==> src/common/spi_status_defs.vh <==
`ifndef SPI_STATUS_DEFS_VH
`define SPI_STATUS_DEFS_VH

// Register byte addresses
`define ADDR_STATUS   32'h4005_4000
`define ADDR_CONTROL  32'h4005_4010
`define ADDR_IEN      32'h4005_4014
`define ADDR_DMA      32'h4005_401C
`define ADDR_FLOW     32'h4005_4028
`define ADDR_MASK     32'h4005_4038

// Status bit positions
`define ST_RDY        15
`define ST_FALL       14
`define ST_RISE       13
`define ST_ERR        12
`define ST_CS         11
`define ST_OVR        7
`define ST_RXEV       6
`define ST_TXEV       5

// Status reset, sticky positions, readable positions
`define STATUS_RESET  16'h0800
`define STATUS_W1C    16'hF0E0
`define STATUS_RDMASK 16'hF8E0

// Control bit positions and writable bits
`define CTL_EN        0
`define CTL_MASTER    1
`define CTL_TIM       6
`define CTL_CONT      11
`define CTL_FLUSH     12
`define CTL_MASK      16'h1843

// Interrupt enable setup bits
`define IEN_CSEDGE    8
`define IEN_RDY       11
`define IEN_MASK      16'h0900

// Flow control setup field and polarity
`define FLOW_MODE_HI  1
`define FLOW_MODE_LO  0
`define FLOW_POL      4
`define FLOW_MASK     16'h0013
`define FLOW_RDY_PIN  2'h2
`define FLOW_RDY_MISO 2'h3

// DMA enable
`define DMA_EN        0
`define DMA_MASK      16'h0001

// Serial bits per byte
`define BYTE_BITS     4'h8

`endif

==> src/logic/spi_status_flags.v <==
`timescale 1ns/1ps
`default_nettype none
`include "spi_status_defs.vh"

// Function
// - Mode 2: data-ready edge sets ready flag
// - Mode 3: slave data-in edge sets ready
// - Other modes hold ready flag at zero
// - Enable bit 11: ready interrupts, read clears
// - Slave continuous, enable bit 8: select fall sets bit 14
// - Slave continuous, enable bit 8: select rise sets bit 13
// - Slave mode: select abort mid-byte sets error flag
// - Bit 11 shows synchronised select level
// - Overflow flag; interrupt unless flush set
// - Initiate mode clear: receive count sets flag
// - Initiate mode set: transmit count sets flag
// - No receive/transmit flags in DMA mode
// - Writing one clears sticky flags
module spi_status_flags #(
  parameter BYTE_BITS = `BYTE_BITS
) (
  input  wire        mclk,
  input  wire        rstn,
  input  wire        ce,
  input  wire        psel,
  input  wire        penable,
  input  wire        pwrite,
  input  wire [31:0] paddr,
  input  wire [31:0] pwdata,
  output reg  [31:0] prdata,
  output wire        pready,
  output wire        pslverr,
  input  wire        chipSelectLineN,
  input  wire        dataReadyInput,
  input  wire        slaveReadyLine,
  input  wire        serialClock,
  input  wire        rxLoad,
  input  wire        rxFifoFull,
  input  wire        rxCountDone,
  input  wire        txCountDone,
  output wire        irq,
  output wire        portEnable,
  output wire        masterMode,
  output wire        dmaEnable
);

  // Software visible registers
  reg  [15:0] status_q;   // Sticky flags, level bit lives apart
  reg  [15:0] control_q;  // Port control
  reg  [15:0] ienSetup_q; // Interrupt enable setup
  reg  [15:0] flowSetup_q;// Flow control setup
  reg  [15:0] dma_q;      // DMA enable
  reg  [15:0] mask_q;     // Interrupt mask, status layout
  reg  [15:0] status_d;   // Next sticky flags

  // Serial-side bit count within a byte
  reg  [3:0]  bitCount_q;

  // Synchronised link signals
  wire        csLevel;
  wire        select_rise_flag;
  wire        select_fall_flag;
  wire        drdyRise;
  wire        drdyFall;
  wire        misoRise;
  wire        misoFall;
  wire        sclkRise;

  // Bus decode
  wire        setup;
  wire        access;
  wire        wrAccess;
  wire        rdSetup;
  wire        hitStatus;
  wire        hitControl;
  wire        hitIen;
  wire        hitDma;
  wire        hitFlow;
  wire        hitMask;
  wire        mapped;

  // Configuration decode
  wire [1:0]  flowMode;
  wire        rdyPolFall;
  wire        slaveMode;
  wire        contMode;
  wire        csEdgeEn;
  wire        rdyIrqEn;
  wire        flushOn;
  wire        timSet;

  // Events
  wire        rdyEvent;
  wire        fallEvent;
  wire        riseEvent;
  wire        errEvent;
  wire        ovrEvent;
  wire        rxEvent;
  wire        txEvent;
  wire [15:0] setVec;
  wire [15:0] clrVec;
  wire [15:0] irqCause;
  wire [15:0] statusView;

  // Chip select idles high, so its synchroniser resets high
  spi_sync_edge #(
    .RESET_VAL (1'b1)
  ) u_syncCs (
    .mclk  (mclk),
    .rstn  (rstn),
    .ce    (ce),
    .pinIn (chipSelectLineN),
    .level (csLevel),
    .rise  (select_rise_flag),
    .fall  (select_fall_flag)
  );

  // Data-ready pin from the slave
  spi_sync_edge #(
    .RESET_VAL (1'b0)
  ) u_syncDrdy (
    .mclk  (mclk),
    .rstn  (rstn),
    .ce    (ce),
    .pinIn (dataReadyInput),
    .level (),
    .rise  (drdyRise),
    .fall  (drdyFall)
  );

  // Serial data in, used as ready line in mode 3
  spi_sync_edge #(
    .RESET_VAL (1'b0)
  ) u_syncMiso (
    .mclk  (mclk),
    .rstn  (rstn),
    .ce    (ce),
    .pinIn (slaveReadyLine),
    .level (),
    .rise  (misoRise),
    .fall  (misoFall)
  );

  // Every pin has the same two-stage latency, so clock and
  // select edges keep their order after synchronisation
  // Serial clock; only its rising edges are counted
  spi_sync_edge #(
    .RESET_VAL (1'b0)
  ) u_syncSclk (
    .mclk  (mclk),
    .rstn  (rstn),
    .ce    (ce),
    .pinIn (serialClock),
    .level (),
    .rise  (sclkRise),
    .fall  ()
  );

  // pready follows ce: no wait states are added, but a frozen
  // block must not let the master finish a transfer
  // APB phases; a frozen block holds the master off
  assign setup    = psel & ~penable;
  assign access   = psel & penable & ce;
  assign wrAccess = access & pwrite;
  assign rdSetup  = setup & ~pwrite & ce;
  assign pready   = ce;

  // Full address compare; the block answers only here
  assign hitStatus  = (paddr == `ADDR_STATUS);
  assign hitControl = (paddr == `ADDR_CONTROL);
  assign hitIen     = (paddr == `ADDR_IEN);
  assign hitDma     = (paddr == `ADDR_DMA);
  assign hitFlow    = (paddr == `ADDR_FLOW);
  assign hitMask    = (paddr == `ADDR_MASK);
  assign mapped     = hitStatus | hitControl | hitIen |
                      hitDma | hitFlow | hitMask;

  // Unmapped address: error in the access phase
  assign pslverr = access & ~mapped;

  // Configuration fields
  assign flowMode   = flowSetup_q[`FLOW_MODE_HI:`FLOW_MODE_LO];
  assign rdyPolFall = flowSetup_q[`FLOW_POL];
  assign slaveMode  = control_q[`CTL_EN] & ~control_q[`CTL_MASTER];
  assign contMode   = control_q[`CTL_CONT];
  assign csEdgeEn   = ienSetup_q[`IEN_CSEDGE];
  assign rdyIrqEn   = ienSetup_q[`IEN_RDY];
  assign flushOn    = control_q[`CTL_FLUSH];
  assign timSet     = control_q[`CTL_TIM];

  assign portEnable = control_q[`CTL_EN];
  assign masterMode = control_q[`CTL_MASTER];
  assign dmaEnable  = dma_q[`DMA_EN];

  // Ready edge source depends on flow mode; polarity picks edge
  assign rdyEvent =
    (flowMode == `FLOW_RDY_PIN)  ? (rdyPolFall ? drdyFall
                                               : drdyRise) :
    (flowMode == `FLOW_RDY_MISO) ? (rdyPolFall ? misoFall
                                               : misoRise) :
    1'b0;

  // Frame edges only in slave continuous mode with enable bit 8
  assign fallEvent = slaveMode & contMode & csEdgeEn & select_fall_flag;
  assign riseEvent = slaveMode & contMode & csEdgeEn & select_rise_flag;

  // Select released with a partial byte shifted in
  // The count still holds the partial byte in the rise cycle,
  // because its own clear lands one edge later
  assign errEvent = slaveMode & select_rise_flag &
                    (bitCount_q != 4'h0);

  // Byte loaded into an already full receive FIFO
  assign ovrEvent = rxLoad & rxFifoFull;

  // Count events are suppressed under DMA
  assign rxEvent = rxCountDone & ~timSet &
                   ~dma_q[`DMA_EN];
  assign txEvent = txCountDone & timSet &
                   ~dma_q[`DMA_EN];

  // Gather set requests in status layout
  assign setVec = {rdyEvent, fallEvent, riseEvent, errEvent,
                   4'h0, ovrEvent, rxEvent, txEvent, 5'h00};

  // Write-one clears only sticky positions; a ready read
  // returned as one clears it when its interrupt is enabled
  assign clrVec =
    ((wrAccess & hitStatus) ? (pwdata[15:0] & `STATUS_W1C)
                            : 16'h0000) |
    {(access & ~pwrite & hitStatus & rdyIrqEn &
      prdata[`ST_RDY]), 15'h0000};

  // Next sticky state: a set in the same cycle beats a clear
  always @* begin
    status_d = ((status_q & ~clrVec) | setVec) & `STATUS_W1C;
    if (flowMode != `FLOW_RDY_PIN && flowMode != `FLOW_RDY_MISO) begin
      status_d[`ST_RDY] = 1'b0;
    end
  end

  // Sticky flags
  // Only sticky positions are stored; the level bit joins on read
  always @(posedge mclk or negedge rstn) begin
    if (!rstn) begin
      status_q <= `STATUS_RESET & `STATUS_W1C;
    end else if (ce) begin
      status_q <= status_d;
    end
  end

  // Bits of a byte seen while selected; cleared on select edges
  // so a fresh frame starts at zero
  always @(posedge mclk or negedge rstn) begin
    if (!rstn) begin
      bitCount_q <= 4'h0;
    end else if (ce) begin
      if (select_fall_flag || select_rise_flag || csLevel) begin
        bitCount_q <= 4'h0;
      end else if (sclkRise) begin
        if (bitCount_q == BYTE_BITS - 4'h1) begin
          bitCount_q <= 4'h0; // Byte complete
        end else begin
          bitCount_q <= bitCount_q + 4'h1;
        end
      end
    end
  end

  // Control registers; only defined bits store
  always @(posedge mclk or negedge rstn) begin
    if (!rstn) begin
      control_q   <= 16'h0000;
      ienSetup_q  <= 16'h0000;
      flowSetup_q <= 16'h0000;
      dma_q       <= 16'h0000;
      mask_q      <= 16'h0000;
    end else if (ce && wrAccess) begin
      if (hitControl) begin
        control_q <= pwdata[15:0] & `CTL_MASK;
      end
      if (hitIen) begin
        ienSetup_q <= pwdata[15:0] & `IEN_MASK;
      end
      if (hitFlow) begin
        flowSetup_q <= pwdata[15:0] & `FLOW_MASK;
      end
      if (hitDma) begin
        dma_q <= pwdata[15:0] & `DMA_MASK;
      end
      if (hitMask) begin
        mask_q <= pwdata[15:0] & `STATUS_W1C;
      end
    end
  end

  // Status as read: sticky flags plus live select level
  assign statusView = status_q |
                      {4'h0, csLevel, 11'h000};

  // Capturing early keeps the read path one register deep; the
  // cost is that a flag set in the access phase shows next read
  // Read data captured in the setup phase, held for access;
  // reserved and upper bits read as zero
  always @(posedge mclk or negedge rstn) begin
    if (!rstn) begin
      prdata <= 32'h0000_0000;
    end else if (rdSetup) begin
      if (hitStatus) begin
        prdata <= {16'h0000, statusView & `STATUS_RDMASK};
      end else if (hitControl) begin
        prdata <= {16'h0000, control_q};
      end else if (hitIen) begin
        prdata <= {16'h0000, ienSetup_q};
      end else if (hitFlow) begin
        prdata <= {16'h0000, flowSetup_q};
      end else if (hitDma) begin
        prdata <= {16'h0000, dma_q};
      end else if (hitMask) begin
        prdata <= {16'h0000, mask_q};
      end else begin
        prdata <= 32'h0000_0000; // Unmapped
      end
    end
  end

  // Which flags may interrupt: ready needs bit 11, overflow
  // is silenced by flush, frame start never interrupts
  assign irqCause = {rdyIrqEn, 1'b0, 1'b1, 1'b1,
                     4'h0, ~flushOn, 1'b1, 1'b1,
                     5'h00};

  // Level interrupt while any unmasked, enabled flag is set
  // Built from registers only, so bus traffic cannot glitch it
  assign irq = |(status_q & mask_q & irqCause);

endmodule // spi_status_flags

`default_nettype wire

==> src/logic/spi_sync_edge.v <==
`timescale 1ns/1ps
`default_nettype none

// Two-stage synchroniser with edge detection on the settled copy
module spi_sync_edge #(
  parameter RESET_VAL = 1'b0
) (
  input  wire mclk,
  input  wire rstn,
  input  wire ce,
  input  wire pinIn,
  output wire level,
  output wire rise,
  output wire fall
);

  reg meta_q;   // First stage, read only by the second
  reg sync_q;   // Settled level
  reg prev_q;   // Last settled level for edges

  // Edges come from settled stages only, so each pin edge
  // gives exactly one pulse
  always @(posedge mclk or negedge rstn) begin
    if (!rstn) begin
      meta_q <= RESET_VAL;
      sync_q <= RESET_VAL;
      prev_q <= RESET_VAL;
    end else if (ce) begin
      meta_q <= pinIn;
      sync_q <= meta_q;
      prev_q <= sync_q;
    end
  end

  assign level = sync_q;
  assign rise  = sync_q & ~prev_q;
  assign fall  = ~sync_q & prev_q;

endmodule // spi_sync_edge

`default_nettype wire
==> config.mk <==
export PLATFORM = sky130hd
export DESIGN_NAME = spi_status_flags
export DESIGN_NICKNAME = d
export VERILOG_FILES = /design/src/logic/spi_status_flags.v /design/src/logic/spi_sync_edge.v
export VERILOG_INCLUDE_DIRS = /design/src /design/src/common
export SDC_FILE = /design/constraint.sdc
export NUM_CORES = 1
export LEC_CHECK = 0
export BUFFER_PORTS_ARGS = -buffer_cell sky130_fd_sc_hd__buf_2
export CAP_MARGIN = 15
export CELL_PAD_IN_SITES_DETAIL_PLACEMENT = 0
export CELL_PAD_IN_SITES_GLOBAL_PLACEMENT = 1
export CORE_MARGIN = 2
export CORE_UTILIZATION = 33
export DETAILED_ROUTE_END_ITERATION = 6
export GPL_TIMING_DRIVEN = 0
export HOLD_SLACK_MARGIN = 0.12
export PLACE_DENSITY = 0.78
export SETUP_SLACK_MARGIN = 0.2
export SLEW_MARGIN = 10
export SYNTH_ARGS = -nofsm -noshare
export SYNTH_HDL_FRONTEND = slang
export SYNTH_SLANG_ARGS = --single-unit
export TNS_END_PERCENT = 10
==> constraint.sdc <==
create_clock -name mclk -period 1.5 [get_ports mclk]
set_clock_uncertainty 0.15 [all_clocks]
set_input_delay 0.075 -clock mclk [delete_from_list [all_inputs] [get_ports mclk]]
set_output_delay 0.075 -clock mclk [all_outputs]
set_load 0.05 [all_outputs]
==> results by group <==
Status
  • Outcome: complete, but fails checks
  • Failing checks: setup timing

Setup path
  • Critical path peak fanout: 4
  • Type of the worst setup path: in -> reg
  • Worst path max stage delay: 0.53 ns
  • Worst Path Arrival: 1.83 ns
  • Critical-path cell list: buf_8 -> or4_4 -> buf_6 -> buf_4 -> buf_4 -> a2111o_1 -> o41ai_1 -> nand3_1
  • FF-to-FF path depth: 4
  • FF-to-FF Start: ienSetup_q[11]$_DFFE_PN0P_
  • FF-to-FF End: status_q[15]$_DFFE_PN0P_
  • Max stage delay cell, worst path: or4_4
  • Most common cell on crit path: buf_4
  • Crit path required time: 1.53 ns
  • Crit end category: register
  • CP Launch Type: primary input
  • Reg2reg setup slack: -0.11 ns

Clock network
  • # clock sinks: 53
  • CTS tree: built
  • Inserted Clock Buffers: 5
  • Worst-path clk slew: 0.09 ns
  • Deepest clock path buffer count: 2
  • H-tree levels: 2
  • CTS Root Cell: clkbuf_8
  • Worst-skew pair later-pin latency: 0.31 ns

Logic synthesis
  • Post-Syn Area: 2890 um^2
  • Adder-cell share of the synthesized area: 0.00865
  • Synth Warn #: 0
  • Asr flop ratio synth: 1.00
  • Gate count after technology mapping: 276
  • Number of enable flip-flop cells after synthesis: 0
  • Simple-Gate Fraction of Synth Area: 0.206
  • Largest family of logic cells by synthesized area: simple AND/OR/NAND/NOR gates
  • Main synth FF type: dfrtp_1
  • Multiplexer share of the synthesized area: 0.109
  • Synth Area in Compound Gates: 0.135
  • Synth unique cells: 54
  • Seq/Total Area, Yosys: 0.460
  • Flops & latches, synth: 53
  • Post-Synth XOR/XNOR Area: 0.00303
  • Syn avg cell area: 10.5 um^2

Run
  • Max_cap viols: 0

STA
  • RSZ-0062 raised after global routing: yes
  • Final setup violating endpoints: 28
  • Slew HR: 0.554
  • Max Freq: 557 MHz
  • PnR worst setup slack: -0.296 ns
  • Final hold violations: 0
  • Slew @ Worst Pin: 0.664 ns
  • Min Tclk post-route: 1.80 ns
  • WHS: 0.0228 ns
  • Slew Viols, Final: 0
  • Period utilisation layout: 1.20

Global routing
  • Antenna violations before repair: 0
  • First-pass GRT wire length: 12600 um
  • Largest net degree at the start of global routing: 54
  • GRT Util Overall: 0.161
  • Total grt overflow: 0
  • Vias in the first global route: 2555

Route
  • DRT antenna net count: 0
  • Initial DRC Count: 83
  • DR WL/cell: 14.9 um
  • First drt pass iteration count: 4
  • Detail-routed via count per cell: 4.92
  • DRC Markers: 0
  • Vias: 2553
  • Routed wire length: 7730 um

Cells and area
  • Commonest non-fill, non-tap cells in the layout: buf_2 (62), dfrtp_1 (50), buf_4 (35)
  • Inserted Diodes: 0
  • Proportion of layout cells with a drive suffix above 1: 0.443
  • Area Overhead vs Synth: 46.3%
  • Most common cell after layout, fill and taps aside: buf_2
  • Multi-input gate area: 1630 um^2
  • Fillcell total: 823
  • Fin nets: 490
  • Reg area: 1330 um^2
  • Fin area: 4230 um^2

Pwr
  • Power Density: 745 nW/um^2
  • Worst VDD drop: 0.550 mV
  • Pleak: 1.95 nW

Floorplan
  • Initial core utilization: 0.336
  • Die X: 97.6 um
  • Num rows: 34
  • Die ar.: 9530 um^2
  • Io pins: 116
  • Core area: 8590 um^2
  • Die height: 97.6 um

Placed design
  • Detailed placement HPWL: 5430 um
  • I/O Buffers: 71
  • RD Place Congestion: 0.822
  • Area after DPL: 3450 um^2
  • Worst slack, placed: -0.931 ns

Hold path
  • Worst hold path class: in -> reg
  • Hold Startpoint: ce
  • Hold Path Depth: 3
  • Hold worst-path end: u_syncCs.prev_q$_DFFE_PN1P_
through the flow:
step	TNS, ns	utilization	std cells	power, mW
after CTS	-5.08	0.473	514	3.15
after detailed placement	-26.49	0.402	474	2.03
after global routing	-6.40	0.492	519	3.30
final	-4.41	0.492	519	3.15
after global placement	-25.74	0.402	474	2.02
after floorplan	-11.08	-	295	1.87
cell usage after synthesis (2+ instances only):
cell      count  area (um^2)
a31oi_1       5         31.3
nand2b_1      2         12.5
nor4_2        2         25.0
o31ai_1      11         82.6
dfrtp_1      50         1250
dfstp_2       3         78.8
and2_1        2         12.5
o21ai_0      12         60.1
nand3_1      10         50.1
and3_1        3         18.8
nor2b_1       8         50.1
a41oi_1       2         17.5
a21oi_1       7         35.0
nor3_1        7         35.0
ha_1          2         25.0
nor3b_1       3         22.5
a22oi_1       6         45.0
or3_1         3         18.8
nor4b_1       4         35.0
nand2_1      24         90.1
buf_4        21          158
clkbuf_1     11         41.3
mux2_2       28          315
inv_1         5         18.8
nand4_1       5         31.3
o41ai_1       2         17.5
nor2_1        7         26.3
nor4_1        4         25.0
nor4b_4       2         47.6
timing repair:
| item | CTS | global route |
|---|---|---|
| cloned | 0 | 1 |
| pin swaps | 15 | 13 |
| buffers inserted | 12 | 3 |
| hold buffers | 20 | 1 |
| resized for setup | 48 | 19 |
| setup endpoints to repair | 43 | 46 |
| endpoints found under the hold margin | 86 | 61 |
routing by layer:
metal | vias up | GRT usage | part of all wire
met5 | - | 0 | 0
li1 | 1262 | - | -
met4 | 0 | 0.0427 | 0.010
met3 | 7 | 0.0273 | 0.032
met2 | 55 | 0.286 | 0.51
met1 | 1229 | 0.203 | 0.44
state kept, by name (all words and copies together) (netlist names), 2 cells and up:
register,count
flowSetup_q,3
status_q,7
prdata,12
ienSetup_q,2
mask_q,7
bitCount_q,4
control_q,5
area by class of cell:
class / count / share of cell area
multi-input cells: 204 / 0.384
well taps: 108 / 0.0320
plain buffers: 33 / 0.0521
clock inverters: 2 / 0.00888
repair buffers: 108 / 0.184
clock buffers: 6 / 0.0195
inverters: 5 / 0.00444
flip-flops and latches: 53 / 0.314
report_power, final:
group / internal, mW / leakage, nW / switching [mW]
sequential: 1.49 / 0.700 / 0.0668
combinational: 0.256 / 1.19 / 0.318
clock: 0.543 / 0.0574 / 0.475
kinds of logic after synthesis:
logic type | after synthesis
buf+inv | 38
compound gates | 56
flops | 53
other cells | 1
mux | 28
simple gates | 97
fa+ha+maj | 2
xor+xnor | 1
worst max-delay path by stage:
stage	start	end	cells past startpoint
after floorplan	paddr[1]	control_q[0]$_DFFE_PN0P_	5
after global placement	paddr[1]	mask_q[14]$_DFFE_PN0P_	5
after detailed placement	paddr[1]	mask_q[12]$_DFFE_PN0P_	5
after CTS	paddr[6]	control_q[12]$_DFFE_PN0P_	7
after global routing	paddr[6]	control_q[12]$_DFFE_PN0P_	7
final	paddr[6]	status_q[15]$_DFFE_PN0P_	8
worst max-delay path, delay by kind of cell:
family	cells	cell delay, ns
buf+inv	4	0.51
compound gates	2	0.62
simple gates	2	0.63
Note: power is estimated with default switching activity, not from simulation.
